--- config.mk ---
export PLATFORM = sky130hd
export DESIGN_NAME = interrupt_priority_regs_upper
export DESIGN_NICKNAME = d
export VERILOG_FILES = /design/src/common/prio_regs_pkg.sv /design/src/rtl/interrupt_priority_regs_upper.sv
export VERILOG_INCLUDE_DIRS = /design/src /design/src/common
export SDC_FILE = /design/constraint.sdc
export NUM_CORES = 1
export LEC_CHECK = 0
export BUFFER_PORTS_ARGS = -buffer_cell sky130_fd_sc_hd__buf_2
export CORE_MARGIN = 2
export CORE_UTILIZATION = 45
export CTS_CLUSTER_DIAMETER = 80
export CTS_CLUSTER_SIZE = 14
export DETAILED_ROUTE_END_ITERATION = 12
export PLACE_DENSITY = 0.74
export SETUP_SLACK_MARGIN = 0.05
export SKIP_CTS_REPAIR_TIMING = 1
export SLEW_MARGIN = 20
export SYNTH_ARGS = -nofsm -noshare
export SYNTH_HDL_FRONTEND = slang
export SYNTH_SLANG_ARGS = --single-unit
export TNS_END_PERCENT = 20
--- constraint.sdc ---
create_clock -name clk_sys -period 4 [get_ports clk_sys]
set_input_delay 0.4 -clock clk_sys [delete_from_list [all_inputs] [get_ports clk_sys]]
set_output_delay 0.4 -clock clk_sys [all_outputs]
set_load 0.02 [all_outputs]
--- src/common/prio_regs_defines.svh ---
// constants for the upper interrupt priority register bank
`ifndef PRIO_REGS_DEFINES_SVH
`define PRIO_REGS_DEFINES_SVH

// ==========================================
// field and word geometry
`define PRIO_W 3
`define WORD_W 16
`define REG_ADDR_W 5
`define NUM_SOURCES 14
`define PRIO_RESET 3'h4
`define PRIO_OFF 3'h0
`define PRIO_TOP 3'h7
`define PRIO_BOTTOM 3'h1

// ==========================================
// register addresses (word index on the register port)
`define ADDR_SERIAL_TIMER 5'h07
`define ADDR_SPI2 5'h08
`define ADDR_CAPTURE3 5'h09
`define ADDR_I2C2 5'h0c
`define ADDR_RTC 5'h0f
`define ADDR_CRC_ERR 5'h10
`define ADDR_VOLTAGE 5'h12

// ==========================================
// field positions (lowest bit of each 3-bit field)
`define SERIAL2_TX_LSB 12
`define SERIAL2_RX_LSB 8
`define EXT_IRQ2_LSB 4
`define TIMER5_LSB 0
`define SPI2_EVENT_LSB 4
`define SPI2_FAULT_LSB 0
`define CAPTURE3_LSB 4
`define I2C2_MASTER_LSB 8
`define I2C2_SLAVE_LSB 4
`define CALENDAR_LSB 8
`define CHECKSUM_ERR_LSB 12
`define SERIAL2_ERR_LSB 8
`define SERIAL1_ERR_LSB 4
`define VOLTAGE_DETECT_LSB 0

`endif

--- src/common/prio_regs_pkg.sv ---
// types shared by the upper interrupt priority register bank
`default_nettype none
`include "prio_regs_defines.svh"

package prio_regs_pkg;
   // ==========================================
   // field, word and vector types
   typedef logic [`PRIO_W-1:0] prio_t;
   typedef logic [`WORD_W-1:0] reg_word_t;
   typedef logic [`REG_ADDR_W-1:0] reg_addr_t;
   typedef logic [`NUM_SOURCES-1:0] src_vec_t;
endpackage

`default_nettype wire

--- src/rtl/interrupt_priority_regs_upper.sv ---
// upper interrupt priority register bank with per-source priority outputs
//
// Function
// - field is 3 bits; value 111 means priority 7, highest for peripherals.
// - value 001 means priority 1, lowest level that still requests service.
// - value 000 disables the source; it never raises a request.
// - bits outside priority fields read zero and ignore writes.
// - after any reset every source here sits at priority 4.
// - register 7: serial2 tx 14-12, rx 10-8, ext irq2 6-4, timer5 2-0.
// - register 8: spi2 event 6-4, spi2 fault 2-0, bits 15-7 and 3 unused.
// - register 9: capture3 at bits 6-4, all other bits unused.
// - register 12: i2c2 master at bits 10-8, i2c2 slave at 6-4.
// - register 15: calendar at bits 10-8, bits 15-11 and 7-0 unused.
// - register 16: checksum error 14-12, serial2 error 10-8, serial1 error 6-4.
// - register 18: voltage detect at bits 2-0, bits 15-3 unused.
`timescale 1ns/10ps
`default_nettype none
`include "prio_regs_defines.svh"

module interrupt_priority_regs_upper (
   // clock and reset
   input wire logic clk_sys,
   input wire logic rst_n,
   // register port
   input wire prio_regs_pkg::reg_addr_t reg_addr,
   input wire prio_regs_pkg::reg_word_t reg_wdata,
   input wire logic reg_wr,
   input wire logic reg_rd,
   output prio_regs_pkg::reg_word_t reg_rdata,
   // pending sources (flag and enable already combined)
   input wire prio_regs_pkg::src_vec_t src_pending,
   // gated requests toward the arbiter
   output prio_regs_pkg::src_vec_t src_req,
   // per-source priority levels
   output prio_regs_pkg::prio_t serial2_tx_prio,
   output prio_regs_pkg::prio_t serial2_rx_prio,
   output prio_regs_pkg::prio_t ext_irq2_prio,
   output prio_regs_pkg::prio_t timer5_prio,
   output prio_regs_pkg::prio_t spi2_event_prio,
   output prio_regs_pkg::prio_t spi2_fault_prio,
   output prio_regs_pkg::prio_t capture3_prio,
   output prio_regs_pkg::prio_t i2c2_master_prio,
   output prio_regs_pkg::prio_t i2c2_slave_prio,
   output prio_regs_pkg::prio_t calendar_prio,
   output prio_regs_pkg::prio_t checksum_err_prio,
   output prio_regs_pkg::prio_t serial2_err_prio,
   output prio_regs_pkg::prio_t serial1_err_prio,
   output prio_regs_pkg::prio_t voltage_detect_prio
);

   // ==========================================
   // source map: word address and field position per source
   localparam prio_regs_pkg::reg_addr_t SRC_ADDR [`NUM_SOURCES] = '{
      `ADDR_SERIAL_TIMER, `ADDR_SERIAL_TIMER, `ADDR_SERIAL_TIMER, `ADDR_SERIAL_TIMER,
      `ADDR_SPI2, `ADDR_SPI2, `ADDR_CAPTURE3, `ADDR_I2C2, `ADDR_I2C2, `ADDR_RTC,
      `ADDR_CRC_ERR, `ADDR_CRC_ERR, `ADDR_CRC_ERR, `ADDR_VOLTAGE};
   localparam int SRC_LSB [`NUM_SOURCES] = '{
      `SERIAL2_TX_LSB, `SERIAL2_RX_LSB, `EXT_IRQ2_LSB, `TIMER5_LSB,
      `SPI2_EVENT_LSB, `SPI2_FAULT_LSB, `CAPTURE3_LSB, `I2C2_MASTER_LSB,
      `I2C2_SLAVE_LSB, `CALENDAR_LSB, `CHECKSUM_ERR_LSB, `SERIAL2_ERR_LSB,
      `SERIAL1_ERR_LSB, `VOLTAGE_DETECT_LSB};

   // ==========================================
   // reset release: async assert, two-stage synchronous release
   logic rst_meta_q;
   logic rst_sync_q;

   always_ff @(posedge clk_sys or negedge rst_n) begin
      if (!rst_n) begin
         rst_meta_q <= 1'b0;
         rst_sync_q <= 1'b0;
      end else begin
         rst_meta_q <= 1'b1;
         rst_sync_q <= rst_meta_q;
      end
   end

   // ==========================================
   // priority fields, one per source
   prio_regs_pkg::prio_t prio_d [`NUM_SOURCES];
   prio_regs_pkg::prio_t prio_q [`NUM_SOURCES];
   prio_regs_pkg::src_vec_t req_d;
   prio_regs_pkg::src_vec_t req_q;

   genvar gi;
   generate
      for (gi = 0; gi < `NUM_SOURCES; gi++) begin : g_src
         // only the three field bits are stored; other word bits have no flop
         always_comb begin
            prio_d[gi] = prio_q[gi];
            if (reg_wr && (reg_addr == SRC_ADDR[gi])) begin
               prio_d[gi] = reg_wdata[SRC_LSB[gi] +: `PRIO_W];
            end
            // level equals the field value; zero blocks the request
            req_d[gi] = src_pending[gi] && (prio_q[gi] != `PRIO_OFF);
         end

         // every reset comes through the synchronised copy
         always_ff @(posedge clk_sys or negedge rst_sync_q) begin
            if (!rst_sync_q) begin
               prio_q[gi] <= `PRIO_RESET;
            end else begin
               prio_q[gi] <= prio_d[gi];
            end
         end
      end
   endgenerate

   // request register; one cycle behind pending, keeps outputs glitch free
   always_ff @(posedge clk_sys or negedge rst_sync_q) begin
      if (!rst_sync_q) begin
         req_q <= '0;
      end else begin
         req_q <= req_d;
      end
   end

   // ==========================================
   // read path: data stands only in the cycle after the strobe
   prio_regs_pkg::reg_word_t rdata_d;
   prio_regs_pkg::reg_word_t rdata_q;

   // unmapped address and unused bits stay zero
   always_comb begin
      rdata_d = '0;
      if (reg_rd) begin
         for (int i = 0; i < `NUM_SOURCES; i++) begin
            if (reg_addr == SRC_ADDR[i]) begin
               rdata_d[SRC_LSB[i] +: `PRIO_W] = prio_q[i];
            end
         end
      end
   end

   always_ff @(posedge clk_sys or negedge rst_sync_q) begin
      if (!rst_sync_q) begin
         rdata_q <= '0;
      end else begin
         rdata_q <= rdata_d;
      end
   end

   // ==========================================
   // outputs, all straight from flops
   assign reg_rdata = rdata_q;
   assign src_req = req_q;
   assign serial2_tx_prio = prio_q[0];
   assign serial2_rx_prio = prio_q[1];
   assign ext_irq2_prio = prio_q[2];
   assign timer5_prio = prio_q[3];
   assign spi2_event_prio = prio_q[4];
   assign spi2_fault_prio = prio_q[5];
   assign capture3_prio = prio_q[6];
   assign i2c2_master_prio = prio_q[7];
   assign i2c2_slave_prio = prio_q[8];
   assign calendar_prio = prio_q[9];
   assign checksum_err_prio = prio_q[10];
   assign serial2_err_prio = prio_q[11];
   assign serial1_err_prio = prio_q[12];
   assign voltage_detect_prio = prio_q[13];

   // ==========================================
   // checks: helper mask of implemented bits at the read address
   prio_regs_pkg::reg_word_t impl_mask;

   always_comb begin
      impl_mask = '0;
      for (int i = 0; i < `NUM_SOURCES; i++) begin
         if (reg_addr == SRC_ADDR[i]) begin
            impl_mask[SRC_LSB[i] +: `PRIO_W] = {`PRIO_W{1'b1}};
         end
      end
   end

   // all fields side by side, for checks that watch the whole bank
   logic [`NUM_SOURCES*`PRIO_W-1:0] prio_flat;

   always_comb begin
      prio_flat = '0;
      for (int i = 0; i < `NUM_SOURCES; i++) begin
         prio_flat[i*`PRIO_W +: `PRIO_W] = prio_q[i];
      end
   end

   generate
      for (gi = 0; gi < `NUM_SOURCES; gi++) begin : g_chk

      end
   endgenerate
endmodule

`default_nettype wire

; Word level (Yosys, flattened, before mapping)
; Cells that the tools add are included.
[op_classes]
n_reduce_logical = 35
muxes = 18
n_eq_ne = 7
[ops]
columns = cell, n
row1 = two-way mux 3 bit, 18
row2 = nonzero test 3 bit, 14
row3 = logical AND 1 bit, 21
row4 = "== test 5 x 4 -> 1 bit, second input constant", 4
row5 = "== test 5 bit, second input constant", 2
row6 = "== test 5 x 3 -> 1 bit, second input constant", 1
[word_totals]
out_inout_bits = 72
in_bits = 39
ff_bits = 70

; Logic depth before layout (Yosys ltp)
[depth]
word_depth = 7
depth_mapped = 6

; Worst setup path before layout
; OpenSTA, ideal clock, no wires.
[synth_timing]
path_type = input -> register
startpoint = input port reg_addr[3]
endpoint = register prio_q, in the netlist i2c2_master_prio[0]
arrival_ns = 1.527
path_slack_ns = 2.348
path_stages = 5
path_buffers = 2
required_time_ns = 3.875
path_cell_list = buf_2 > nor4b_1 > and3_1 > buf_2 > mux2_2
[synth_via]
elab_chain_cells = 2
[synth_lines]
columns = element, line_no
row1 = "start, declared", interrupt_priority_regs_upper.sv:25  ; input wire prio_regs_pkg::reg_addr_t reg_addr,
row2 = == test 5 x 4 -> 1 bit, n/a
row3 = logical AND 1 bit, interrupt_priority_regs_upper.sv:91  ; if (reg_wr && (reg_addr == SRC_ADDR[gi])) begin
row4 = "end signal, assigned by index", interrupt_priority_regs_upper.sv:101  ; prio_q[gi] <= `PRIO_RESET;
row5 = "end signal, assigned by index", interrupt_priority_regs_upper.sv:103  ; prio_q[gi] <= prio_d[gi];
row6 = "end, declared", interrupt_priority_regs_upper.sv:81  ; prio_regs_pkg::prio_t prio_q [`NUM_SOURCES];
; Every way passes these cells.
; A chain may end at the register's enable or synchronous reset.

; Final worst setup path
[layout_timing]
startpoint = input port reg_addr[0]
endpoint = register prio_q, in the netlist i2c2_slave_prio[1]
; The elaborated chain is that of the path after synthesis.

==> metrics.yaml <==
outcome: "completed"
synthAdderAreaFrac: 0
drt_iter0_drc: 84
hold_start: "src_pending[11]"
grt_usage: 0.192
antenna_found_initial: 0
wire_per_inst_um: 16.6
grt.overflow.total: 0
leakage_uw: 0.00186
dr.pass1.iters: 4
power_uw: 2090
worstPathRequired_ps: 4230
ys.flop_type: "dfrtp_1"
drtAntennaViolNets: 0
vias: 2233
synthTopCellsByCount: "56 x dfrtp_1, 42 x mux2_2, 14 x dfstp_2, 14 x o31a_1, 13 x nand2_1"
ys_top_cells_by_area: "dfrtp_1 47%, mux2_2 16%, dfstp_2 12%"
endpoint_kind: "flop"
layout_min_cycle_time_ps: 1640
grt_pass1_wl_mm: 10.7
final.setup_skew_ps: 6.17
layout_setup_ws_ps: 2360
utilization: 0.594
ctsLongestPathBuffers: 2
grt_max_degree: 36
synth_top_area_cell: "dfrtp_1"
diodes: 0
path_cells: "buf_2 > nor4b_1 > and3_1 > mux2_2"
clkLatencyLatePin_ps: 340
cpMaxStageDelayCell: "nor4b_1"
crit_start: "reg_addr[0]"
drc_errors: 0
synthArstFlopShare: 1.00
ys_ff_latch: 70
cp.depth: 4
yosys.area_share.simple: 0.0875
clock-sinks: 70
design.die.area_sq_mm: 0.00731
worstPathMaxFanout: 14
nets: 370
vdd_ir_drop_max_v: 0.000324
reg2reg_from: "rst_sync_q"
powerDensity_mw_per_mm2: 550
gp_congestion: 0.769
portBuffers: 102
path_clk_slew_ps: 70
critPathKind: "in -> reg"
crit_arrival_ps: 1870
root_buffer: "clkbuf_8"
max_freq_mhz: 611
die_w_um: 85.5
dp_cells: 396
reg2regPathDepth: 1
die_y_um: 85.5
area_delta_synth_final_pct: 27.0
synth_cells: 227
start_kind: "primary input"
synth.most_common_cell: "dfrtp_1"
synth_top_family_by_area: "multiplexers"
hpwl_mm: 4.93
core_region_area_sq_mm: 0.00639
cts_made_buffers: 9
synthMuxAreaShare: 0.158
setup_tns_ps: 0
synth-compound-area-share: 0.130
fill_cells: 534
cap_violations: 0
wl_mm: 6.85
synth_area_sq_mm: 0.00299
row_count: 29
slowest_delay_ps: 480
cts_max_level: 3
synth_edf_count: 0
syn_area_per_cell_sq_um: 13.2
drive_above_1_share: 0.545
post-place-ws_ps: 1720
ys_warn_count: 0
critPathTopFamily: "simple AND/OR/NAND/NOR gates"
yosysUniqueCellTypes: 32
setup_viol_count_final: 0
finalHoldViolCount: 0
crit_buf_inv: 1
pin_count: 111
slew_headroom: 0.521
viasPerCell: 5.41
instances_no_fill: 413
fin_crit_sh: 0.409
hold_path.class: "in -> reg"
cts_tree: "built"
synth-xor-area-share: 0
start_util: 0.468
tightest_slew_ps: 719
maxSlewViolCount: 0
ys_seq_area_frac: 0.592
rsz0062_at_grt: "false"
holdPathStages: 2
yosysTopAreaCellShare: 0.469
grt_pass1_vias: 2167
## sequential cells by signal (all words and copies together) (netlist names), 3 cells and up
signal,flops
serial2_err_prio,3
timer5_prio,3
checksum_err_prio,3
spi2_event_prio,3
capture3_prio,3
i2c2_slave_prio,3
serial1_err_prio,3
serial2_rx_prio,3
spi2_fault_prio,3
src_req,14
i2c2_master_prio,3
calendar_prio,3
serial2_tx_prio,3
ext_irq2_prio,3
reg_rdata,12
voltage_detect_prio,3
## power by group
part / leakage [uW] / total (uW) / internal [uW] / switching (uW)
registers: 0.000870 / 944 / 841 / 103
logic: 0.000864 / 434 / 180 / 254
clock network: 0.000122 / 710 / 448 / 262
## logic make-up after synthesis
logic type	Yosys count
flip-flops	70
AO/OA/AOI/OAI	53
other	2
AND/OR/NAND/NOR	46
multiplexers	42
buffers and inverters	14
## layer usage
metal,global-route usage,vias up,share of wire
li1,-,1042,-
met1,0.246,1094,0.42
met2,0.310,85,0.49
met3,0.0481,12,0.074
met4,0.0823,0,0.020
met5,0,-,0
## stage by stage
stage	instance area (sq um)	hold slack [ps]
floorplan	3000	104
global placement	3530	185
detailed placement	3530	186
CTS	3780	-182
global route	3800	253
finish	3800	267
## cells in the final DEF, fill, tap and decap left out
cell type	synthesis	final
and3_1	2	2
o31a_1	14	14
dfrtp_1	56	55
and3b_2	1	1
and3b_1	1	1
dfstp_2	14	14
a21oi_1	9	9
bufinv_16	0	3
nor2b_1	5	5
o22a_1	3	3
a211oi_1	3	3
nand3_1	1	1
buf_4	4	1
a22o_1	3	3
mux2_2	42	42
and4_1	1	1
buf_2	5	102
or4b_4	1	1
nand2b_1	2	2
clkinvlp_4	0	2
and2_1	2	2
nor4b_1	1	1
nand4b_1	1	1
nor2_1	11	10
a22oi_1	9	9
nand4bb_2	1	1
o21ai_0	9	9
dfrtp_2	0	1
conb_1	2	5
nor2_2	0	1
and2b_1	1	1
o221a_2	3	3
nand2_1	13	13
dlygate4sd3_1	0	1
clkbuf_8	0	11
nor3b_1	2	2
## layout make-up
cell class | count | area, sq um | share of cell area
clock buffers | 11 | 151 | 0.0399
flip-flops and latches | 70 | 1770 | 0.466
multi-input cells | 146 | 1140 | 0.302
repair buffers | 104 | 528 | 0.139
well taps | 77 | 96.3 | 0.0254
clock inverters | 5 | 105 | 0.0277
## final timing paths
| kind | slack (ps) | endpoint |
|---|---|---|
| min in group asynchronous | 330 | serial1_err_prio[1] |
| worst min-delay path | 270 | src_req[11] |
| worst max-delay path | 2360 | i2c2_slave_prio[1] |
| worst max register to register | 2730 | serial2_tx_prio[2] |
| worst min register to register | 330 | serial1_err_prio[1] |
| max in group asynchronous | 2730 | serial2_tx_prio[2] |
Power figures use the tool's default switching activity.
